`src/include/fllot_pkg.sv`:
```
// package: constants for the frequency lock loop oscillator tracking block
package fllot_pkg;
  localparam int TAP_W = 5;
  localparam int MOD_W = 5;
  localparam int CNT_W = 16;
  localparam int DW = 32;
  // register offsets (byte addresses)
  localparam logic [7:0] OFS_CTRL = 8'h00;
  localparam logic [7:0] OFS_TARGET = 8'h04;
  localparam logic [7:0] OFS_SETTING = 8'h08;
  localparam logic [7:0] OFS_STATUS = 8'h0c;
  localparam logic [7:0] OFS_LASTCNT = 8'h10;
  // control fields
  localparam int CTRL_LEVEL_LSB = 0;
  localparam int CTRL_LEVEL_W = 3;
  localparam int CTRL_GEN_OFF = 3;
  localparam int CTRL_OSC_AUX = 4;
  localparam int CTRL_OSC_SUB = 5;
  localparam int CTRL_IN_HANDLER = 6;
  localparam int CTRL_BYPASS1 = 7;
  localparam int CTRL_XT1_HF = 8;
  localparam int CTRL_BYPASS2 = 9;
  localparam int CTRL_TIMER_ON = 10;
  localparam int CTRL_W = 11;
  localparam logic [CTRL_W-1:0] CTRL_RST = 11'h000;
  localparam logic [CNT_W-1:0] TARGET_RST = 16'h0020;
  localparam logic [TAP_W+MOD_W-1:0] SETTING_RST = 10'h200;
  // sleep levels
  localparam logic [2:0] LVL_ACTIVE = 3'h7;
  localparam logic [2:0] LVL_ZERO = 3'h0;
  localparam logic [2:0] LVL_ONE = 3'h1;
  localparam logic [2:0] LVL_TWO = 3'h2;
  localparam logic [2:0] LVL_FOUR = 3'h4;
  // reference periods per loop iteration
  localparam int CAPTURE_PERIODS = 2;
  localparam int APPLY_PERIODS = 1;
  localparam int MIN_ENABLE_PERIODS = CAPTURE_PERIODS + APPLY_PERIODS;
  typedef enum logic [3:0] {
    FLLOT_IDLE = 4'h1,
    FLLOT_ARM = 4'h2,
    FLLOT_COUNT = 4'h4,
    FLLOT_APPLY = 4'h8
  } fllot_state_e;
endpackage

```
`src/logic/fllot_step.sv`:
```
// combined tap and modulation stepper with saturation
`timescale 1ns/1ps
module fllot_step #(
  parameter int TAP_W = fllot_pkg::TAP_W,
  parameter int MOD_W = fllot_pkg::MOD_W
) (
  input wire logic [TAP_W-1:0] tap,
  input wire logic [MOD_W-1:0] modv,
  input wire logic up,
  input wire logic down,
  output logic [TAP_W-1:0] tap_nxt,
  output logic [MOD_W-1:0] mod_nxt
);
  logic [TAP_W+MOD_W-1:0] comb;
  logic mod_full;
  logic mod_zero;
  logic at_top;
  logic at_bot;

  assign comb = {tap, modv};
  assign mod_full = &modv;
  assign mod_zero = ~|modv;
  assign at_top = &comb;
  assign at_bot = ~|comb;

  always_comb begin
    tap_nxt = tap;
    mod_nxt = modv;
    if (up && !at_top) begin
      // rollover: modulation wraps to zero and tap rises
      if (mod_full) begin
        tap_nxt = tap + {{(TAP_W-1){1'b0}}, 1'b1};
        mod_nxt = '0;
      end else begin
        mod_nxt = modv + {{(MOD_W-1){1'b0}}, 1'b1};
      end
    end else if (down && !at_bot) begin
      if (mod_zero) begin
        tap_nxt = tap - {{(TAP_W-1){1'b0}}, 1'b1};
        mod_nxt = '1;
      end else begin
        mod_nxt = modv - {{(MOD_W-1){1'b0}}, 1'b1};
      end
    end
  end
endmodule

```
`src/logic/fllot_top.sv`:
```
// frequency lock loop tracking a tunable oscillator against a reference
//
// Function
// - measure oscillator over window between two successive reference rising edges
// - iteration uses two periods to capture, one more to apply adjustment
// - loop off in level 0 without aux/sub-main use, levels 2-4 with generator off
// - handler entry from level 0/2 or return to active re-enables loop immediately
// - short enable intervals must not corrupt settings; software keeps three periods
// - while enabled, update both tap-select and modulation fields automatically
// - modulation dithers between selected tap and tap plus one
// - at tap boundary the modulation rolls over into the next tap correctly
// - level 4 low-current mode only when no bypass input remains on
// - writing zero to the first oscillator bypass bit turns bypass off
// - level 1 keeps loop off in handlers when oscillator feeds no clock
// - level 0 with oscillator-derived timer clock keeps loop and oscillator active
//
// Design decisions made here: register access over Avalon-MM and the address map.
`timescale 1ns/1ps
module fllot_top #(
  parameter int TAP_W = fllot_pkg::TAP_W,
  parameter int MOD_W = fllot_pkg::MOD_W,
  parameter int CNT_W = fllot_pkg::CNT_W
) (
  input wire logic clock,
  input wire logic arst_n,
  input wire logic clk_en,
  input wire logic ref_clk_in,
  input wire logic osc_clk_in,
  input wire logic [7:0] avs_address,
  input wire logic avs_read,
  input wire logic avs_write,
  input wire logic [31:0] avs_writedata,
  input wire logic [3:0] avs_byteenable,
  output logic [31:0] avs_readdata,
  output logic avs_waitrequest,
  output logic [TAP_W-1:0] tap_select_field,
  output logic [MOD_W-1:0] modulation_field,
  output logic tap_dither_sel,
  output logic frequency_lock_loop_on,
  output logic tunable_oscillator_on,
  output logic power_manager_low_current
);
  localparam int SW = TAP_W + MOD_W;

  logic [fllot_pkg::CTRL_W-1:0] ctrl_r;
  logic [CNT_W-1:0] target_r;
  logic [TAP_W-1:0] tap_r;
  logic [MOD_W-1:0] mod_r;
  logic [CNT_W-1:0] osc_cnt_r;
  logic [CNT_W-1:0] last_cnt_r;
  logic [1:0] ref_hist_r;
  logic [1:0] osc_hist_r;
  logic [MOD_W-1:0] dith_acc_r;
  logic dith_r;
  logic rd_ack_r;
  logic [31:0] rdata_r;
  logic low_cur_r;
  logic loop_en_r;
  fllot_pkg::fllot_state_e state_r;
  fllot_pkg::fllot_state_e state_nxt;

  logic [2:0] level;
  logic gen_off;
  logic osc_used;
  logic in_handler;
  logic timer_on;
  logic bypass_on;
  logic loop_en;
  logic ref_rise;
  logic osc_rise;
  logic wr_hit;
  logic sw_setting_wr;
  logic [TAP_W-1:0] tap_nxt;
  logic [MOD_W-1:0] mod_nxt;
  logic apply_edge;
  logic step_up;
  logic step_down;
  logic [31:0] wmask;
  logic [31:0] ctrl_word;

  assign level = ctrl_r[fllot_pkg::CTRL_LEVEL_LSB +: fllot_pkg::CTRL_LEVEL_W];
  assign gen_off = ctrl_r[fllot_pkg::CTRL_GEN_OFF];
  assign osc_used = ctrl_r[fllot_pkg::CTRL_OSC_AUX] | ctrl_r[fllot_pkg::CTRL_OSC_SUB];
  assign in_handler = ctrl_r[fllot_pkg::CTRL_IN_HANDLER];
  assign timer_on = ctrl_r[fllot_pkg::CTRL_TIMER_ON];
  // bypass on xt1 counts only in high-frequency mode
  assign bypass_on = (ctrl_r[fllot_pkg::CTRL_BYPASS1] & ctrl_r[fllot_pkg::CTRL_XT1_HF])
                     | ctrl_r[fllot_pkg::CTRL_BYPASS2];

  // loop enable decode
  always_comb begin
    loop_en = 1'b1;
    if (in_handler) begin
      // handler from level 0 or 2 re-enables
      if (level == fllot_pkg::LVL_ONE && !osc_used) begin
        loop_en = 1'b0;
      end
    end else begin
      case (level)
        fllot_pkg::LVL_ACTIVE: loop_en = 1'b1;
        fllot_pkg::LVL_ZERO: loop_en = osc_used | timer_on;
        fllot_pkg::LVL_ONE: loop_en = osc_used;
        default: loop_en = !gen_off;
      endcase
    end
  end

  assign frequency_lock_loop_on = loop_en_r;
  // oscillator stays alive whenever the loop or a derived clock needs it
  assign tunable_oscillator_on = loop_en_r | osc_used | (level == fllot_pkg::LVL_ZERO && timer_on);

  // pin inputs are synchronous: one history stage for edge detection
  always_ff @(posedge clock or negedge arst_n) begin
    if (!arst_n) begin
      ref_hist_r <= 2'h0;
      osc_hist_r <= 2'h0;
      loop_en_r <= 1'b0;
    end else if (clk_en) begin
      ref_hist_r <= {ref_hist_r[0], ref_clk_in};
      osc_hist_r <= {osc_hist_r[0], osc_clk_in};
      loop_en_r <= loop_en;
    end
  end

  assign ref_rise = ref_hist_r[0] & ~ref_hist_r[1];
  assign osc_rise = osc_hist_r[0] & ~osc_hist_r[1];

  // loop sequencer: arm on first edge, count to second edge, apply on third
  always_comb begin
    state_nxt = state_r;
    case (state_r)
      fllot_pkg::FLLOT_IDLE: if (loop_en_r) state_nxt = fllot_pkg::FLLOT_ARM;
      fllot_pkg::FLLOT_ARM: if (ref_rise) state_nxt = fllot_pkg::FLLOT_COUNT;
      fllot_pkg::FLLOT_COUNT: if (ref_rise) state_nxt = fllot_pkg::FLLOT_APPLY;
      fllot_pkg::FLLOT_APPLY: if (ref_rise) state_nxt = fllot_pkg::FLLOT_ARM;
      default: state_nxt = fllot_pkg::FLLOT_IDLE;
    endcase
    // dropping enable abandons the iteration so no partial count is applied
    if (!loop_en_r) state_nxt = fllot_pkg::FLLOT_IDLE;
  end

  always_ff @(posedge clock or negedge arst_n) begin
    if (!arst_n) begin
      state_r <= fllot_pkg::FLLOT_IDLE;
    end else if (clk_en) begin
      state_r <= state_nxt;
    end
  end

  // oscillator cycle counter inside the reference window
  always_ff @(posedge clock or negedge arst_n) begin
    if (!arst_n) begin
      osc_cnt_r <= '0;
      last_cnt_r <= '0;
    end else if (clk_en) begin
      if (state_r == fllot_pkg::FLLOT_ARM) begin
        osc_cnt_r <= '0;
      end else if (state_r == fllot_pkg::FLLOT_COUNT) begin
        if (ref_rise) begin
          last_cnt_r <= osc_cnt_r;
        end else if (osc_rise && !(&osc_cnt_r)) begin
          osc_cnt_r <= osc_cnt_r + {{(CNT_W-1){1'b0}}, 1'b1};
        end
      end
    end
  end

  // adjust only at the end of the apply period
  // a dropped enable must not let a pending apply land
  assign apply_edge = loop_en_r && (state_r == fllot_pkg::FLLOT_APPLY) && ref_rise;
  assign step_up = apply_edge && (last_cnt_r < target_r);
  assign step_down = apply_edge && (last_cnt_r > target_r);

  fllot_step #(
    .TAP_W(TAP_W),
    .MOD_W(MOD_W)
  ) u_step (
    .tap(tap_r),
    .modv(mod_r),
    .up(step_up),
    .down(step_down),
    .tap_nxt(tap_nxt),
    .mod_nxt(mod_nxt)
  );

  // bus side
  always_comb begin
    for (int i = 0; i < 4; i++) begin
      wmask[i*8 +: 8] = {8{avs_byteenable[i]}};
    end
  end
  assign wr_hit = avs_write && clk_en;
  assign sw_setting_wr = wr_hit && avs_address == fllot_pkg::OFS_SETTING;
  assign ctrl_word = {{(32-fllot_pkg::CTRL_W){1'b0}}, ctrl_r};

  always_ff @(posedge clock or negedge arst_n) begin
    if (!arst_n) begin
      ctrl_r <= fllot_pkg::CTRL_RST;
      target_r <= fllot_pkg::TARGET_RST;
    end else if (wr_hit) begin
      // a zero written to the bypass bit ends bypass mode
      if (avs_address == fllot_pkg::OFS_CTRL) begin
        ctrl_r <= fllot_pkg::CTRL_W'((ctrl_word & ~wmask) | (avs_writedata & wmask));
      end
      if (avs_address == fllot_pkg::OFS_TARGET) begin
        target_r <= CNT_W'(({{(32-CNT_W){1'b0}}, target_r} & ~wmask) | (avs_writedata & wmask));
      end
    end
  end

  // tap and modulation register: software preload, else loop step
  always_ff @(posedge clock or negedge arst_n) begin
    if (!arst_n) begin
      tap_r <= fllot_pkg::SETTING_RST[SW-1:MOD_W];
      mod_r <= fllot_pkg::SETTING_RST[MOD_W-1:0];
    end else if (clk_en) begin
      if (sw_setting_wr) begin
        tap_r <= avs_writedata[SW-1:MOD_W];
        mod_r <= avs_writedata[MOD_W-1:0];
      end else begin
        tap_r <= tap_nxt;
        mod_r <= mod_nxt;
      end
    end
  end

  // first-order modulator: mod of every 2^MOD_W clock cycles pick tap+1
  always_ff @(posedge clock or negedge arst_n) begin
    if (!arst_n) begin
      dith_acc_r <= '0;
      dith_r <= 1'b0;
    end else if (clk_en) begin
      {dith_r, dith_acc_r} <= {1'b0, dith_acc_r} + {1'b0, mod_r};
    end
  end

  assign tap_select_field = tap_r;
  assign modulation_field = mod_r;
  assign tap_dither_sel = dith_r;

  // low-current decision is taken in sleep level four only
  always_ff @(posedge clock or negedge arst_n) begin
    if (!arst_n) begin
      low_cur_r <= 1'b0;
    end else if (clk_en) begin
      low_cur_r <= (level == fllot_pkg::LVL_FOUR) && !in_handler && !bypass_on;
    end
  end
  assign power_manager_low_current = low_cur_r;

  // reads answer one cycle after the request; writes wait only while clk_en is low
  always_ff @(posedge clock or negedge arst_n) begin
    if (!arst_n) begin
      rd_ack_r <= 1'b0;
      rdata_r <= 32'h0000_0000;
    end else if (clk_en) begin
      rd_ack_r <= avs_read && !rd_ack_r;
      if (avs_read && !rd_ack_r) begin
        case (avs_address)
          fllot_pkg::OFS_CTRL: rdata_r <= ctrl_word;
          fllot_pkg::OFS_TARGET: rdata_r <= {{(32-CNT_W){1'b0}}, target_r};
          fllot_pkg::OFS_SETTING: rdata_r <= {{(32-SW){1'b0}}, tap_r, mod_r};
          fllot_pkg::OFS_STATUS: rdata_r <= {24'h00_0000, state_r, 1'b0, tunable_oscillator_on,
                                             low_cur_r, loop_en_r};
          fllot_pkg::OFS_LASTCNT: rdata_r <= {{(32-CNT_W){1'b0}}, last_cnt_r};
          default: rdata_r <= 32'h0000_0000;
        endcase
      end
    end
  end

  assign avs_readdata = rdata_r;
  // a frozen block stalls every request, even one whose answer is pending
  assign avs_waitrequest = !clk_en || (avs_read && !rd_ack_r);
endmodule

```
`config.mk`:
```
export PLATFORM = sky130hd
export DESIGN_NAME = fllot_top
export DESIGN_NICKNAME = d
export VERILOG_FILES = /design/src/include/fllot_pkg.sv /design/src/logic/fllot_step.sv /design/src/logic/fllot_top.sv
export SDC_FILE = /design/constraint.sdc
export NUM_CORES = 1
export LEC_CHECK = 0
export ABC_AREA = 1
export BUFFER_PORTS_ARGS = -buffer_cell sky130_fd_sc_hd__buf_2
export CORE_MARGIN = 2
export CORE_UTILIZATION = 30
export CTS_BUF_LIST = sky130_fd_sc_hd__clkbuf_4
export DETAILED_ROUTE_END_ITERATION = 12
export PLACE_DENSITY = 0.51
export RECOVER_POWER = 25
export SLEW_MARGIN = 0
export SYNTH_ARGS = -nofsm -noshare
export SYNTH_HDL_FRONTEND = slang
export SYNTH_SLANG_ARGS = --single-unit
export TNS_END_PERCENT = 50
```
`constraint.sdc`:
```
create_clock -name clock -period 7.3 [get_ports clock]
set_input_delay 1.46 -clock clock [delete_from_list [all_inputs] [get_ports clock]]
set_output_delay 1.46 -clock clock [all_outputs]
set_load 0.02 [all_outputs]
```
## Word level (Yosys, flattened, before mapping)

Cells that the tools add are included.

- Logic and storage cells: 121
- Input bits: 51
- Flip-flop bits (word level): 118
- Output and inout port bits: 47

- Equal/unequal tests: 17
- Order comparisons: 2
- Multiplexer cells: 23
- Add/subtract/negate cells: 6
- Reductions and logical operators: 41
- Bitwise gates (word level): 17

Operator list:

| kind | number |
|---|---|
| 16-bit one-hot mux with 5 select lines | 1 |
| 16-bit 2-to-1 mux | 4 |
| 5-bit 2-to-1 mux | 10 |
| 16-bit AND | 2 |
| 16-bit by 1-bit adder with 16-bit output, second input constant | 1 |
| 8-bit by 4-bit == test with 1-bit output, second input constant | 2 |
| 16-bit > comparator | 1 |
| 16-bit less-than comparator | 1 |
| 4-bit 2-to-1 mux | 4 |
| 16-bit inverter | 1 |
| 16-bit bitwise OR | 1 |
| 4-bit one-hot mux with 4 select lines | 1 |
| 16-bit AND reduction | 1 |
| 4-bit AND reduction | 4 |
| 1-bit logical AND | 14 |
| 3-bit inequality test, second input constant | 4 |
| 11-bit AND | 1 |
| 11-bit bitwise OR | 1 |
| 5-bit by 1-bit adder with 5-bit output, second input constant | 2 |
| 10-bit AND reduction | 1 |
| 10-bit OR reduction | 1 |
| 5-bit by 1-bit subtractor with 5-bit output, second input constant | 2 |
| 8-bit by 3-bit == test with 1-bit output, second input constant | 1 |
| 8-bit by 5-bit == test with 1-bit output, second input constant | 1 |
| 23 further kinds | 44 |

## Longest topological paths before layout

Gate-level depths: netlist (run 1).

- Depth after elaboration: 8
- Gate-level depth with buffers: 20
- Depth with buffers taken out: 20

## Hierarchy

A second synthesis (run 1) with hierarchy kept.

- Cell total of the unflattened synthesis: 954
- Area, all modules: 6635.1 um^2

By module, submodules not included:

| module | instances | sequential area each (um^2) | cells an instance | area an instance (um^2) |
|---|---|---|---|---|
| fllot_top | 1 | 2556.2 | 806 | 5903.2 |
| fllot_step | 1 | 0.0 | 148 | 732.0 |

## Worst setup path before layout (run 1)

OpenSTA, ideal clock, no wires.

- Path kind: input-to-output
- Start: input port clk_en
- End: output port avs_waitrequest
- Cell stages on the path: 3
- Slack: 3.717 ns
- Data required time: 5.840 ns
- Path buffers: 2
- Arrival time: 2.123 ns
- Path through: buf_6 -> clkbuf_1 -> o21ai_0

- Longest elaborated chain between the ends: 2

Ends and longest elaborated chain:

| element | RTL line | RTL |
|---|---|---|
| from (decl) | fllot_top.sv:26 | `input wire logic clk_en,` |
| 1-bit zero test | fllot_top.sv:274 | `assign avs_waitrequest = !clk_en \|\| (avs_read && !rd_ack_r);` |
| 1-bit logical OR | fllot_top.sv:274 |  |
| to (decl) | fllot_top.sv:35 | `output logic avs_waitrequest,` |

No other way between the ends.

## Worst setup path in the final report (run 1)

Ends and elaborated chain as after synthesis.

==> summary.md, run 1 <==
| Metric | Value |
|---|---|
| CP arrival | 2.81 ns |
| DPL Wire Length | 12.3 mm |
| Die W | 146 um |
| Max-slew violations | 54 |
| Peak supply drop | 58.6 uV |
| Ys Warns | 0 |
| CTS tree | yes |
| Synth top area share | 0.407 |
| Iteration-0 DRC Markers | 320 |
| Fillers | 2,189 |
| Fin crit period | 4.27 ns |
| Grt total ovfl | 0 |
| R2r setup slk | 4.24 ns |
| Slew margin rel. | -0.961 |
| Leakage dissipation | 3.40 nW |
| Clock buffer count from CTS | 9 |
| Synth Cell Area | 6080 um^2 |
| Hold Buf Count CTS | 0 |
| Global-route wire length before repair | 26.5 mm |
| Max Clock Freq | 0.234 GHz |
| Netlist cell types | 45 |
| Final Cycle Share | 0.585 |
| CTS root buffer | clkbuf_4 |
| Share of cells above drive strength 1 | 0.153 |
| H-tree levels | 3 |
| Total Power | 1.22 mW |
| Via count | 5,134 |
| RD Place Congestion | 0.837 |
| ANT nets after route | 0 |
| Area growth syn-to-layout | 10.8% |
| Drt wl/cell | 14.5 um |
| Hold WC Path Type | reg2reg |
| Setup-failing EPs final | 0 |
| Slew @ Worst Pin | 2.94 ns |
| Synth Flop Type | dfrtp_1 |
| Total Routing Usage GR | 0.156 |
| Max-cap viol count | 1 |
| Worst skew pair latency | 0.49 ns |
| EDFF count, synth | 0 |
| Vias in the first global route | 4,935 |
| Starting Density | 0.304 |
| IO Pins | 98 |
| Clock slew at reported path FFs | 0.15 ns |
| Setup_tns | 0 ns |
| Detailed Routing Iterations Pass 1 | 5 |
| RSZ-0062 raised after global routing | no |
| CORE AREA | 20,000 um^2 |
| Post-layout util | 0.336 |
| CTS-repair resized insts | 0 |
| Syn avg cell area | 7.75 um^2 |
| Die area | 21,400 um^2 |
| Critical Path RT | 5.84 ns |
| Area contributors post-synth | dfrtp_1, nand2_1, o21ai_0 |
| Clock net sink count | 102 |
| DRC | 0 |
| Critical path type | in2out |
| Layout Nets | 923 |
| Initial antenna violation count | 0 |
| Final hold vios | 0 |
| Area leader, netlist | dfrtp_1 |
| Clock Path Buffers | 2 |
| Synth async-reset ratio | 1.00 |
| Std cell rows | 52 |
| Worst clock skew | 0.0295 ns |
| Largest net degree at the start of global routing | 54 |
| Via/cell ratio | 4.60 |
| Largest fanout on the critical path | 16 |
| ANT cells | 0 |
| Worst Setup End Kind | output port |
| Post-synthesis register bit count | 102 |
| Pwr Density | 181 nW/um^2 |
| Startpoint Class | input port |
| WL final | 16.2 mm |
| Synth Instances | 785 |
| Post-CTS setup buffer count | 0 |
| Status | finished, violations left |
| Violated checks | capacitance limit, slew limit |
| Chip Height | 146 um |
| I/O Buffers | 63 |
| Seq/Total Area, Yosys | 0.420 |
## final timing paths
path / start / endpoint / cells past startpoint
setup / recovery: clk_en / avs_waitrequest / 3
hold / removal: dith_acc_r[0] / dith_acc_r[0] / 2
setup reg to reg: flip-flop / tap_select_field[4] / 16
hold reg to reg: dith_acc_r[0] / dith_acc_r[0] / 2
max in group asynchronous: arst_n / last_cnt_r[1] / 2
min in group asynchronous: arst_n / tap_select_field[3] / 1
## cells in the mapped netlist, types with 5 or more instances
cell	n
clkbuf_1	10
a21oi_1	26
dfrtp_1	99
nor2_2	8
nand3_2	6
xor2_1	11
nand3_1	31
nand2_2	5
buf_2	5
nor3_1	13
o21ai_1	20
inv_2	10
o21ai_0	80
nor2_1	53
nand2_1	216
buf_4	16
ha_1	28
inv_1	90
nand4_1	6
nand2_4	5
## cells by family (layout without fill, tap and decap cells)
kind of cell             count (synthesis)  count (layout)  share of synthesized area
AND/OR/NAND/NOR                        362             362                      0.276
AO/OA/AOI/OAI                          141             141                      0.123
buffers and inverters                  136             183                     0.0977
flip-flops                             102             102                      0.420
adder cells (fa/ha/maj)                 30              30                     0.0642
XOR/XNOR                                13              13                     0.0187
other                                    1              16                   0.000617
## layout make-up
type / count / area (um^2) / share of cell area
clock inverters: 4 / 55.1 / 0.00817
inverters: 103 / 389 / 0.0578
flip-flops and latches: 102 / 2560 / 0.379
well taps: 270 / 338 / 0.0501
multi-input cells: 562 / 2990 / 0.444
clock buffers: 12 / 90.1 / 0.0134
repair buffers: 64 / 320 / 0.0475
## per-layer routing
| metal | vias to the layer above | wire length [um] | GRT usage | share of wire |
|---|---|---|---|---|
| met4 | 0 | 182 | 0.0369 | 0.011 |
| met5 | - | 0 | 0 | 0 |
| met1 | 2428 | 7520 | 0.212 | 0.47 |
| met3 | 15 | 623 | 0.0266 | 0.039 |
| li1 | 2602 | - | - | - |
| met2 | 89 | 7830 | 0.262 | 0.48 |
## through the flow
step	std cells	area, um^2	setup WS (ns)	hold WS [ns]
2_1_floorplan	800	6140	3.72	0.446
3_3_place_gp	1101	6600	3.54	0.459
3_5_place_dp	1101	6600	3.54	0.464
4_1_cts	1117	6740	3.54	0.502
5_1_grt	1117	6740	2.86	0.526
6_report	1117	6740	3.03	0.496
## where the power goes
group / switching (mW) / leakage [nW] / total, mW / internal (mW)
registers: 0.0388 / 1.30 / 0.653 / 0.614
logic: 0.163 / 2.02 / 0.243 / 0.0806
clock network: 0.207 / 0.0781 / 0.325 / 0.118
total: 0.409 / 3.40 / 1.22 / 0.813
## placed cells by master (no fill, tap or decap), drive strengths merged, types with 3 or more instances in the layout
master   instances
nand2          226
inv            102
o21ai          100
dfrtp           99
nor2            65
buf             62
nand3           38
ha              28
a21oi           26
nor3            18
conb            16
clkbuf          14
xor2            11
nand4            7
a211oi           5
o22ai            4
o2111ai          3
dfstp            3
clkinv           3
nor4             3
nor3b            3
## critical path: stages
cell	delay, ns
clkbuf_1	0.89
o21ai_0	0.22
buf_2	0.23
Power figures use the tool's default switching activity.
==> run 2, diff against run 1 <==
==> constraint.sdc (replaced) <==
create_clock -name clock -period 4.39 [get_ports clock]
set_input_delay 0.878 -clock clock [delete_from_list [all_inputs] [get_ports clock]]
set_output_delay 0.878 -clock clock [all_outputs]
set_load 0.02 [all_outputs]
==> run 2 against run 1 <==
  * The run still ends with capacitance limit, slew limit left
  * Flip-flop and latch count is the same
  * Sequential share of layout area grew 0.092 points
  * Core utilization shrank 0.081 points
  * Non-clock buffer count grew 2
  * Final cell count grew 0.18%
  * Sequential power grew 67%
  * Clock power grew 40%
  * Worst setup slack lost 1.6 ns
  * Wire length shrank 0.38%
  * Largest cell class unchanged
==> summary.md, run 2 (synthesis gave the netlist of run 1 again) <==
| Metric | Value |
|---|---|
| Slew @ Worst Pin | 1.75 ns (was 2.94 ns) |
| CTS root buffer | clkbuf_4 (unchanged) |
| Largest net degree at the start of global routing | 67 (was 54) |
| Design area | 6720 um^2 (was 6740 um^2) |
| Worst skew pair latency | 0.49 ns (about the same) |
| Peak supply drop | 103 uV (was 58.6 uV) |
| Post-CTS setup buffer count | 0 (unchanged) |
| DPL Wire Length | 12.4 mm (was 12.3 mm) |
| Setup_tns | 0 ns (unchanged) |
| Total Routing Usage GR | 0.159 (was 0.156) |
| R2r setup slk | 1.42 ns (was 4.24 ns) |
| ANT cells | 0 (unchanged) |
| Setup-failing EPs final | 0 (unchanged) |
| CTS tree | yes (unchanged) |
| RD Place Congestion | 0.835 (was 0.837) |
| Leakage dissipation | 3.39 nW (was 3.40 nW) |
| Fin crit period | 2.97 ns |
| DRC | 0 (unchanged) |
| Share of cells above drive strength 1 | 0.155 (was 0.153) |
| Final Cycle Share | 0.677 |
| Cells on Worst Hold Path | 2 (unchanged) |
| Critical Path RT | 4.83 ns (was 5.84 ns) |
| Post-layout util | 0.335 (was 0.336) |
| Max-slew violations | 67 (was 54) |
| Hold Path End | avs_readdata[14] (was dith_acc_r[0]) |
| Max-cap viol count | 1 (unchanged) |
| CP arrival | 3.41 ns (was 2.81 ns) |
| Drt wl/cell | 14.4 um (was 14.5 um) |
| Path depth of the worst reg2reg path | 16 (unchanged) |
| H-tree levels | 3 (unchanged) |
| Worst Hold Launch | avs_readdata[14] (was dith_acc_r[0]) |
| Non-Filler Instances | 1,119 (was 1,117) |
| RSZ-0062 raised after global routing | no (unchanged) |
| Slew margin rel. | -0.168 (was -0.961) |
| Violated checks | capacitance limit, slew limit (unchanged) |
| Min Hold Slack | 0.493 ns (was 0.496 ns) |
| Placed Area | 6610 um^2 (was 6600 um^2) |
| Die area | 21,400 um^2 (unchanged) |
| Number of placed instances, taps included | 1,103 (was 1,101) |
| Hold WC Path Type | reg2reg (unchanged) |
| Commonest non-fill, non-tap cell in the layout | nand2_1 (unchanged) |
| Hold Buf Count CTS | 0 (unchanged) |
| Via count | 5,101 (was 5,134) |
| IO Pins | 98 (unchanged) |
| Initial antenna violation count | 0 (unchanged) |
| Pwr Density | 290 nW/um^2 (was 181 nW/um^2) |
| Chip Height | 146 um (unchanged) |
| Worst clock skew | 0.0269 ns (was 0.0295 ns) |
| Vias in the first global route | 5,072 (was 4,935) |
| Critical path type | reg2reg (was in2out) |
| Max Clock Freq | 0.337 GHz |
| Status | finished, violations left (unchanged) |
| Final hold vios | 0 (unchanged) |
| Clock buffer count from CTS | 9 (unchanged) |
| Clock Path Buffers | 2 (unchanged) |
| I/O Buffers | 63 (unchanged) |
| Starting Density | 0.304 (unchanged) |
| Worst r2r dst | tap_select_field[4] (unchanged) |
| Detailed Routing Iterations Pass 1 | 5 (unchanged) |
| CORE AREA | 20,000 um^2 (unchanged) |
| CTS-repair resized insts | 0 (unchanged) |
| Startpoint Class | flip-flop (was input port) |
| WL final | 16.1 mm (was 16.2 mm) |
| Std cell rows | 52 (unchanged) |
| Layout Nets | 925 (was 923) |
| Worst Setup End Kind | flip-flop (was output port) |
| ANT nets after route | 0 (unchanged) |
| Global-route wire length before repair | 26.8 mm (was 26.5 mm) |
| Die W | 146 um (unchanged) |
| Clock net sink count | 102 (unchanged) |
| Largest fanout on the critical path | 10 (was 16) |
| Grt total ovfl | 0 (unchanged) |
| Iteration-0 DRC Markers | 298 (was 320) |
| Via/cell ratio | 4.56 (was 4.60) |
| Clock slew at reported path FFs | 0.16 ns (was 0.15 ns) |
| Area growth syn-to-layout | 10.5% (was 10.8%) |
| Highest-count cells in the layout ignoring fill and taps | nand2_1, dfrtp_1, inv_1 (unchanged) |
## run 2: cell count changes in the layout (fill, tap and decap cells not counted), sizes merged
cell | before | now
clkinv | 3 | 6
buf | 62 | 64
clkbuf | 14 | 12
bufinv | 1 | 0
## run 2: worst max-delay path, cell delays in order, from the launching register on
cell and delay, ns:
dfstp_2 0.58, inv_1 0.06, ha_1 0.30, a21oi_1 0.15
nor2_1 0.05, nor2_1 0.11, nand2_1 0.08, nand2_1 0.20
nand3_4 0.19, ha_1 0.40, nand2_1 0.06, o21ai_0 0.22
xor2_1 0.22, nand3_1 0.10, nand3_1 0.08, nand2_1 0.05
nand2_1 0.06
## run 2: per-stage QoR
stage	power, mW	setup WS, ns
floorplan	1.39	1.87
global placement	1.51	1.44
detailed placement	1.51	1.41
CTS	1.98	1.38
global route	2.09	1.02
finish	1.95	1.42
## run 2: layout make-up
type | instances | area [um^2]
fill | 2188 | 13300
tap | 270 | 338
timing repair buffer | 66 | 337
clock buffer | 10 | 75.1
multi-input combinational | 562 | 2990
clock inverter | 6 | 37.5
inverter | 103 | 389
sequential | 102 | 2560
## run 2: how the worst max path moves through the flow
stage	end	startpoint	slack, ns
2_1_floorplan	tap_select_field[4]	flip-flop	1.87
3_3_place_gp	flip-flop	avs_address[7]	1.44
3_5_place_dp	flip-flop	avs_address[7]	1.41
4_1_cts	tap_select_field[4]	flip-flop	1.38
5_1_grt	tap_select_field[4]	flip-flop	1.02
6_report	tap_select_field[4]	flip-flop	1.42
## run 2: routing by layer
metal  global-route usage  wire, um  vias to the layer above
met1                0.206      7500                     2358
li1                     -         -                     2620
met4               0.0621       416                        0
met5                    0         0                        -
met2                0.267      7640                       98
met3               0.0231       533                       25
## run 2: power breakdown
part | total [mW] | switching [mW] | internal (mW)
clock | 0.456 | 0.335 | 0.122
combinational | 0.404 | 0.269 | 0.136
sequential | 1.09 | 0.0648 | 1.02
total | 1.95 | 0.668 | 1.28
==> run 3, diff against run 2 <==
--- a/config.mk
+++ b/config.mk
@@ -5,13 +5,13 @@
 export SDC_FILE = /design/constraint.sdc
 export NUM_CORES = 1
 export LEC_CHECK = 0
-export ABC_AREA = 1
+export ABC_AREA = 0
 export BUFFER_PORTS_ARGS = -buffer_cell sky130_fd_sc_hd__buf_2
 export CORE_MARGIN = 2
 export CORE_UTILIZATION = 30
 export CTS_BUF_LIST = sky130_fd_sc_hd__clkbuf_4
 export DETAILED_ROUTE_END_ITERATION = 12
-export PLACE_DENSITY = 0.51
+export PLACE_DENSITY = 0.53
 export RECOVER_POWER = 25
 export SLEW_MARGIN = 0
 export SYNTH_ARGS = -nofsm -noshare
==> constraint.sdc (replaced) <==
create_clock -name clock -period 2.6 [get_ports clock]
set_input_delay 0.52 -clock clock [delete_from_list [all_inputs] [get_ports clock]]
set_output_delay 0.52 -clock clock [all_outputs]
set_load 0.02 [all_outputs]
==> run 3 against run 2 <==
  * The run ends with setup timing left
  * Final area is 8.7% higher
  * Critical path depth is 1 lower
  * Sequential power rose by 58%
  * First-iteration DRC count increased by 15%
  * Global-route usage rose by 1.3 points
  * Maximum frequency grew 2.5%
  * Critical path type unchanged
  * Critical endpoint unchanged
==> summary.md, run 3 <==
| Metric | Value |
|---|---|
| EDFF count, synth | 0 (unchanged) |
| Iteration-0 DRC Markers | 342 (was 298) |
| Peak supply drop | 217 uV (was 103 uV) |
| IO Pins | 98 (unchanged) |
| Path depth of the worst reg2reg path | 15 (was 16) |
| Die W | 144 um (was 146 um) |
| Synth Instances | 583 (was 785) |
| Initial antenna violation count | 0 (unchanged) |
| Area leader, netlist | dfrtp_1 (unchanged) |
| Total Routing Usage GR | 0.172 (was 0.159) |
| Drt wl/cell | 16.8 um (was 14.4 um) |
| Layout Nets | 805 (was 925) |
| Worst r2r dst | tap_select_field[4] (unchanged) |
| Critical Path RT | 3.05 ns (was 4.83 ns) |
| Max Clock Freq | 0.345 GHz (was 0.337 GHz) |
| Detailed Routing Iterations Pass 1 | 5 (unchanged) |
| Largest net degree at the start of global routing | 60 (was 67) |
| RD Place Congestion | 0.870 (was 0.835) |
| CORE AREA | 19,300 um^2 (was 20,000 um^2) |
| WL final | 16.7 mm (was 16.1 mm) |
| Setup-failing EPs final | 7 (was 0) |
| Synth Flop Type | dfrtp_1 (unchanged) |
| Synth Cell Area | 5850 um^2 (was 6080 um^2) |
| Max incr delay on CP | 0.40 ns (was 0.58 ns) |
| DPL Wire Length | 12.9 mm (was 12.4 mm) |
| Max-slew violations | 0 (was 67) |
| CTS root buffer | clkbuf_4 (unchanged) |
| Seq/Total Area, Yosys | 0.437 (was 0.420) |
| H-tree levels | 3 (unchanged) |
| Worst path cell trace | inv_1, ha_1, nand4_1, nor3_1, nor4_2, buf_4, nand4_4, inv_4, fa_2, nor2b_2, o21a_1, nor2_2, xnor2_1, a31oi_1, a2bb2oi_2 (was inv_1, ha_1, a21oi_1, nor2_1, nor2_1, nand2_1, nand2_1, nand3_4, ha_1, nand2_1, o21ai_0, xor2_1, nand3_1, nand3_1, nand2_1, nand2_1) |
| Netlist cell types | 62 (was 45) |
| Largest fanout on the critical path | 5 (was 10) |
| Startpoint Class | flip-flop (unchanged) |
| Cells on Worst Hold Path | 2 (unchanged) |
| ANT cells | 0 (unchanged) |
| Clock net sink count | 102 (unchanged) |
| Clock buffer count from CTS | 9 (unchanged) |
| Chip Height | 144 um (was 146 um) |
| Final worst slack | -0.299 ns (was 1.42 ns) |
| Commonest non-fill, non-tap cell in the layout | dfrtp_1 (was nand2_1) |
| Number of placed instances, taps included | 974 (was 1,103) |
| Synth async-reset ratio | 1.00 (unchanged) |
| Clock Path Buffers | 2 (unchanged) |
| Ys Warns | 0 (unchanged) |
| Final Cycle Share | 1.12 (was 0.677) |
| Status | finished, violations left (unchanged) |
| Via count | 4,912 (was 5,101) |
| I/O Buffers | 63 (unchanged) |
| Area growth syn-to-layout | 24.9% (was 10.5%) |
| Worst slack at placement | -0.349 ns (was 1.41 ns) |
| Starting Density | 0.303 (was 0.304) |
| Min Hold Slack | 0.238 ns (was 0.493 ns) |
| Hold WC Path Type | in2reg (was reg2reg) |
| Clock slew at reported path FFs | 0.16 ns (about the same) |
| Most frequent cells after synthesis | dfrtp_1, nand2_1, mux2_2 (was nand2_1, dfrtp_1, inv_1) |
| CP arrival | 3.34 ns (was 3.41 ns) |
| Final hold vios | 0 (unchanged) |
| Worst path slowest cell | dfrtp_1 (was dfstp_2) |
| Syn avg cell area | 10.0 um^2 (was 7.75 um^2) |
| Total Power | 3.19 mW (was 1.95 mW) |
| Setup_tns | -0.863 ns (was 0 ns) |
| Synth top area share | 0.424 (was 0.407) |
| ANT nets after route | 0 (unchanged) |
| Vias in the first global route | 5,026 (was 5,072) |
| R2r setup slk | -0.30 ns (was 1.42 ns) |
| CTS tree | yes (unchanged) |
| Slew @ Worst Pin | 1.37 ns (was 1.75 ns) |
| Pwr Density | 436 nW/um^2 (was 290 nW/um^2) |
| Violated checks | setup timing (was capacitance limit, slew limit) |
| Std cell rows | 51 (was 52) |
| Max-cap viol count | 0 (was 1) |
| Non-Filler Instances | 994 (was 1,119) |
| Worst skew pair latency | 0.50 ns (was 0.49 ns) |
| Critical path type | reg2reg (unchanged) |
| Post-synthesis register bit count | 102 (unchanged) |
| Top-count cell post-synth | dfrtp_1 (was nand2_1) |
| Fin crit period | 2.90 ns (was 2.97 ns) |
| Slew margin rel. | 0.0849 (was -0.168) |
| Die area | 20,600 um^2 (was 21,400 um^2) |
| Via/cell ratio | 4.94 (was 4.56) |
| Leakage dissipation | 3.52 nW (was 3.39 nW) |
| Share of cells above drive strength 1 | 0.342 (was 0.155) |
| Highest-count cells in the layout ignoring fill and taps | dfrtp_1, buf_4, buf_2 (was nand2_1, dfrtp_1, inv_1) |
| Grt total ovfl | 0 (unchanged) |
| Worst clock skew | 0.0165 ns (was 0.0269 ns) |
| Worst Hold Launch | avs_writedata[15] (was avs_readdata[14]) |
| Worst Setup End Kind | flip-flop (unchanged) |
| RSZ-0062 raised after global routing | yes (was no) |
| DRC | 0 (unchanged) |
| Global-route wire length before repair | 27.0 mm (was 26.8 mm) |
| Area contributors post-synth | dfrtp_1, mux2_2, ha_1 (was dfrtp_1, nand2_1, o21ai_0) |
-- run 3: logic make-up (layout without fill, tap and decap cells) --
| logic type | count (synthesis) | after routing | share of synthesized area |
|---|---|---|---|
| adders and majority gates | 30 | 30 | 0.0668 |
| xor gates and xnor gates | 17 | 17 | 0.0255 |
| muxes | 63 | 63 | 0.120 |
| and+or+nand+nor | 171 | 171 | 0.153 |
| AOI/OAI and AO/OA | 125 | 125 | 0.137 |
| other | 1 | 16 | 0.000641 |
| buffers and inverters | 74 | 205 | 0.0601 |
| DFF | 102 | 102 | 0.437 |
-- run 3: final cells by class --
cell class	instances	area [um^2]
clock buffer	9	67.6
clock inverter	7	72.6
fill	1930	12000
inverter	35	134
multi-input combinational	422	3120
sequential	102	2560
tap	265	332
timing repair buffer	154	1030
-- run 3: per-stage QoR --
step	instance area, um^2	util
global placement	7070	0.367
floorplan	5940	-
detailed placement	7070	0.367
finish	7310	0.379
global route	7310	0.379
CTS	7290	0.378
-- run 3: worst max path at each step --
stage	to	cells after the start	from	slack, ns
2_1_floorplan	tap_select_field[4]	13	flip-flop	-0.09
3_3_place_gp	tap_select_field[3]	14	flip-flop	-0.31
5_1_grt	tap_select_field[4]	15	flip-flop	-0.48
4_1_cts	tap_select_field[4]	15	flip-flop	-0.30
6_report	tap_select_field[4]	15	flip-flop	-0.30
3_5_place_dp	tap_select_field[4]	15	flip-flop	-0.35
-- run 3: repair_timing --
action,4_1_cts,5_1_grt
endpoints found under the hold margin,7,0
gates cloned,0,0
hold buffers,1,0
resized for setup,9,9
buffers inserted,2,1
pin swaps,8,6
setup endpoints to repair,10,11
-- run 3: report_power, final --
group | total (mW) | switching (mW) | internal [mW]
clock | 0.879 | 0.583 | 0.296
sequential | 1.72 | 0.0500 | 1.67
combinational | 0.589 | 0.338 | 0.251
total | 3.19 | 0.971 | 2.22
-- run 3: worst max-delay path: cells and delay by family, from the launching register on --
family	cells	cell delay [ns]
xor+xnor	1	0.12
fa+ha+maj	2	0.63
flops	1	0.40
buf+inv	3	0.24
simple gates	6	0.95
compound gates	3	0.48
-- run 3: per-layer routing --
metal	vias to the layer above	track usage	routed length, um	part of all wire
met2	112	0.292	8340	0.50
li1	2346	-	-	-
met3	26	0.0223	505	0.030
met4	0	0.0738	481	0.029
met5	-	0	0	0
met1	2428	0.219	7400	0.44
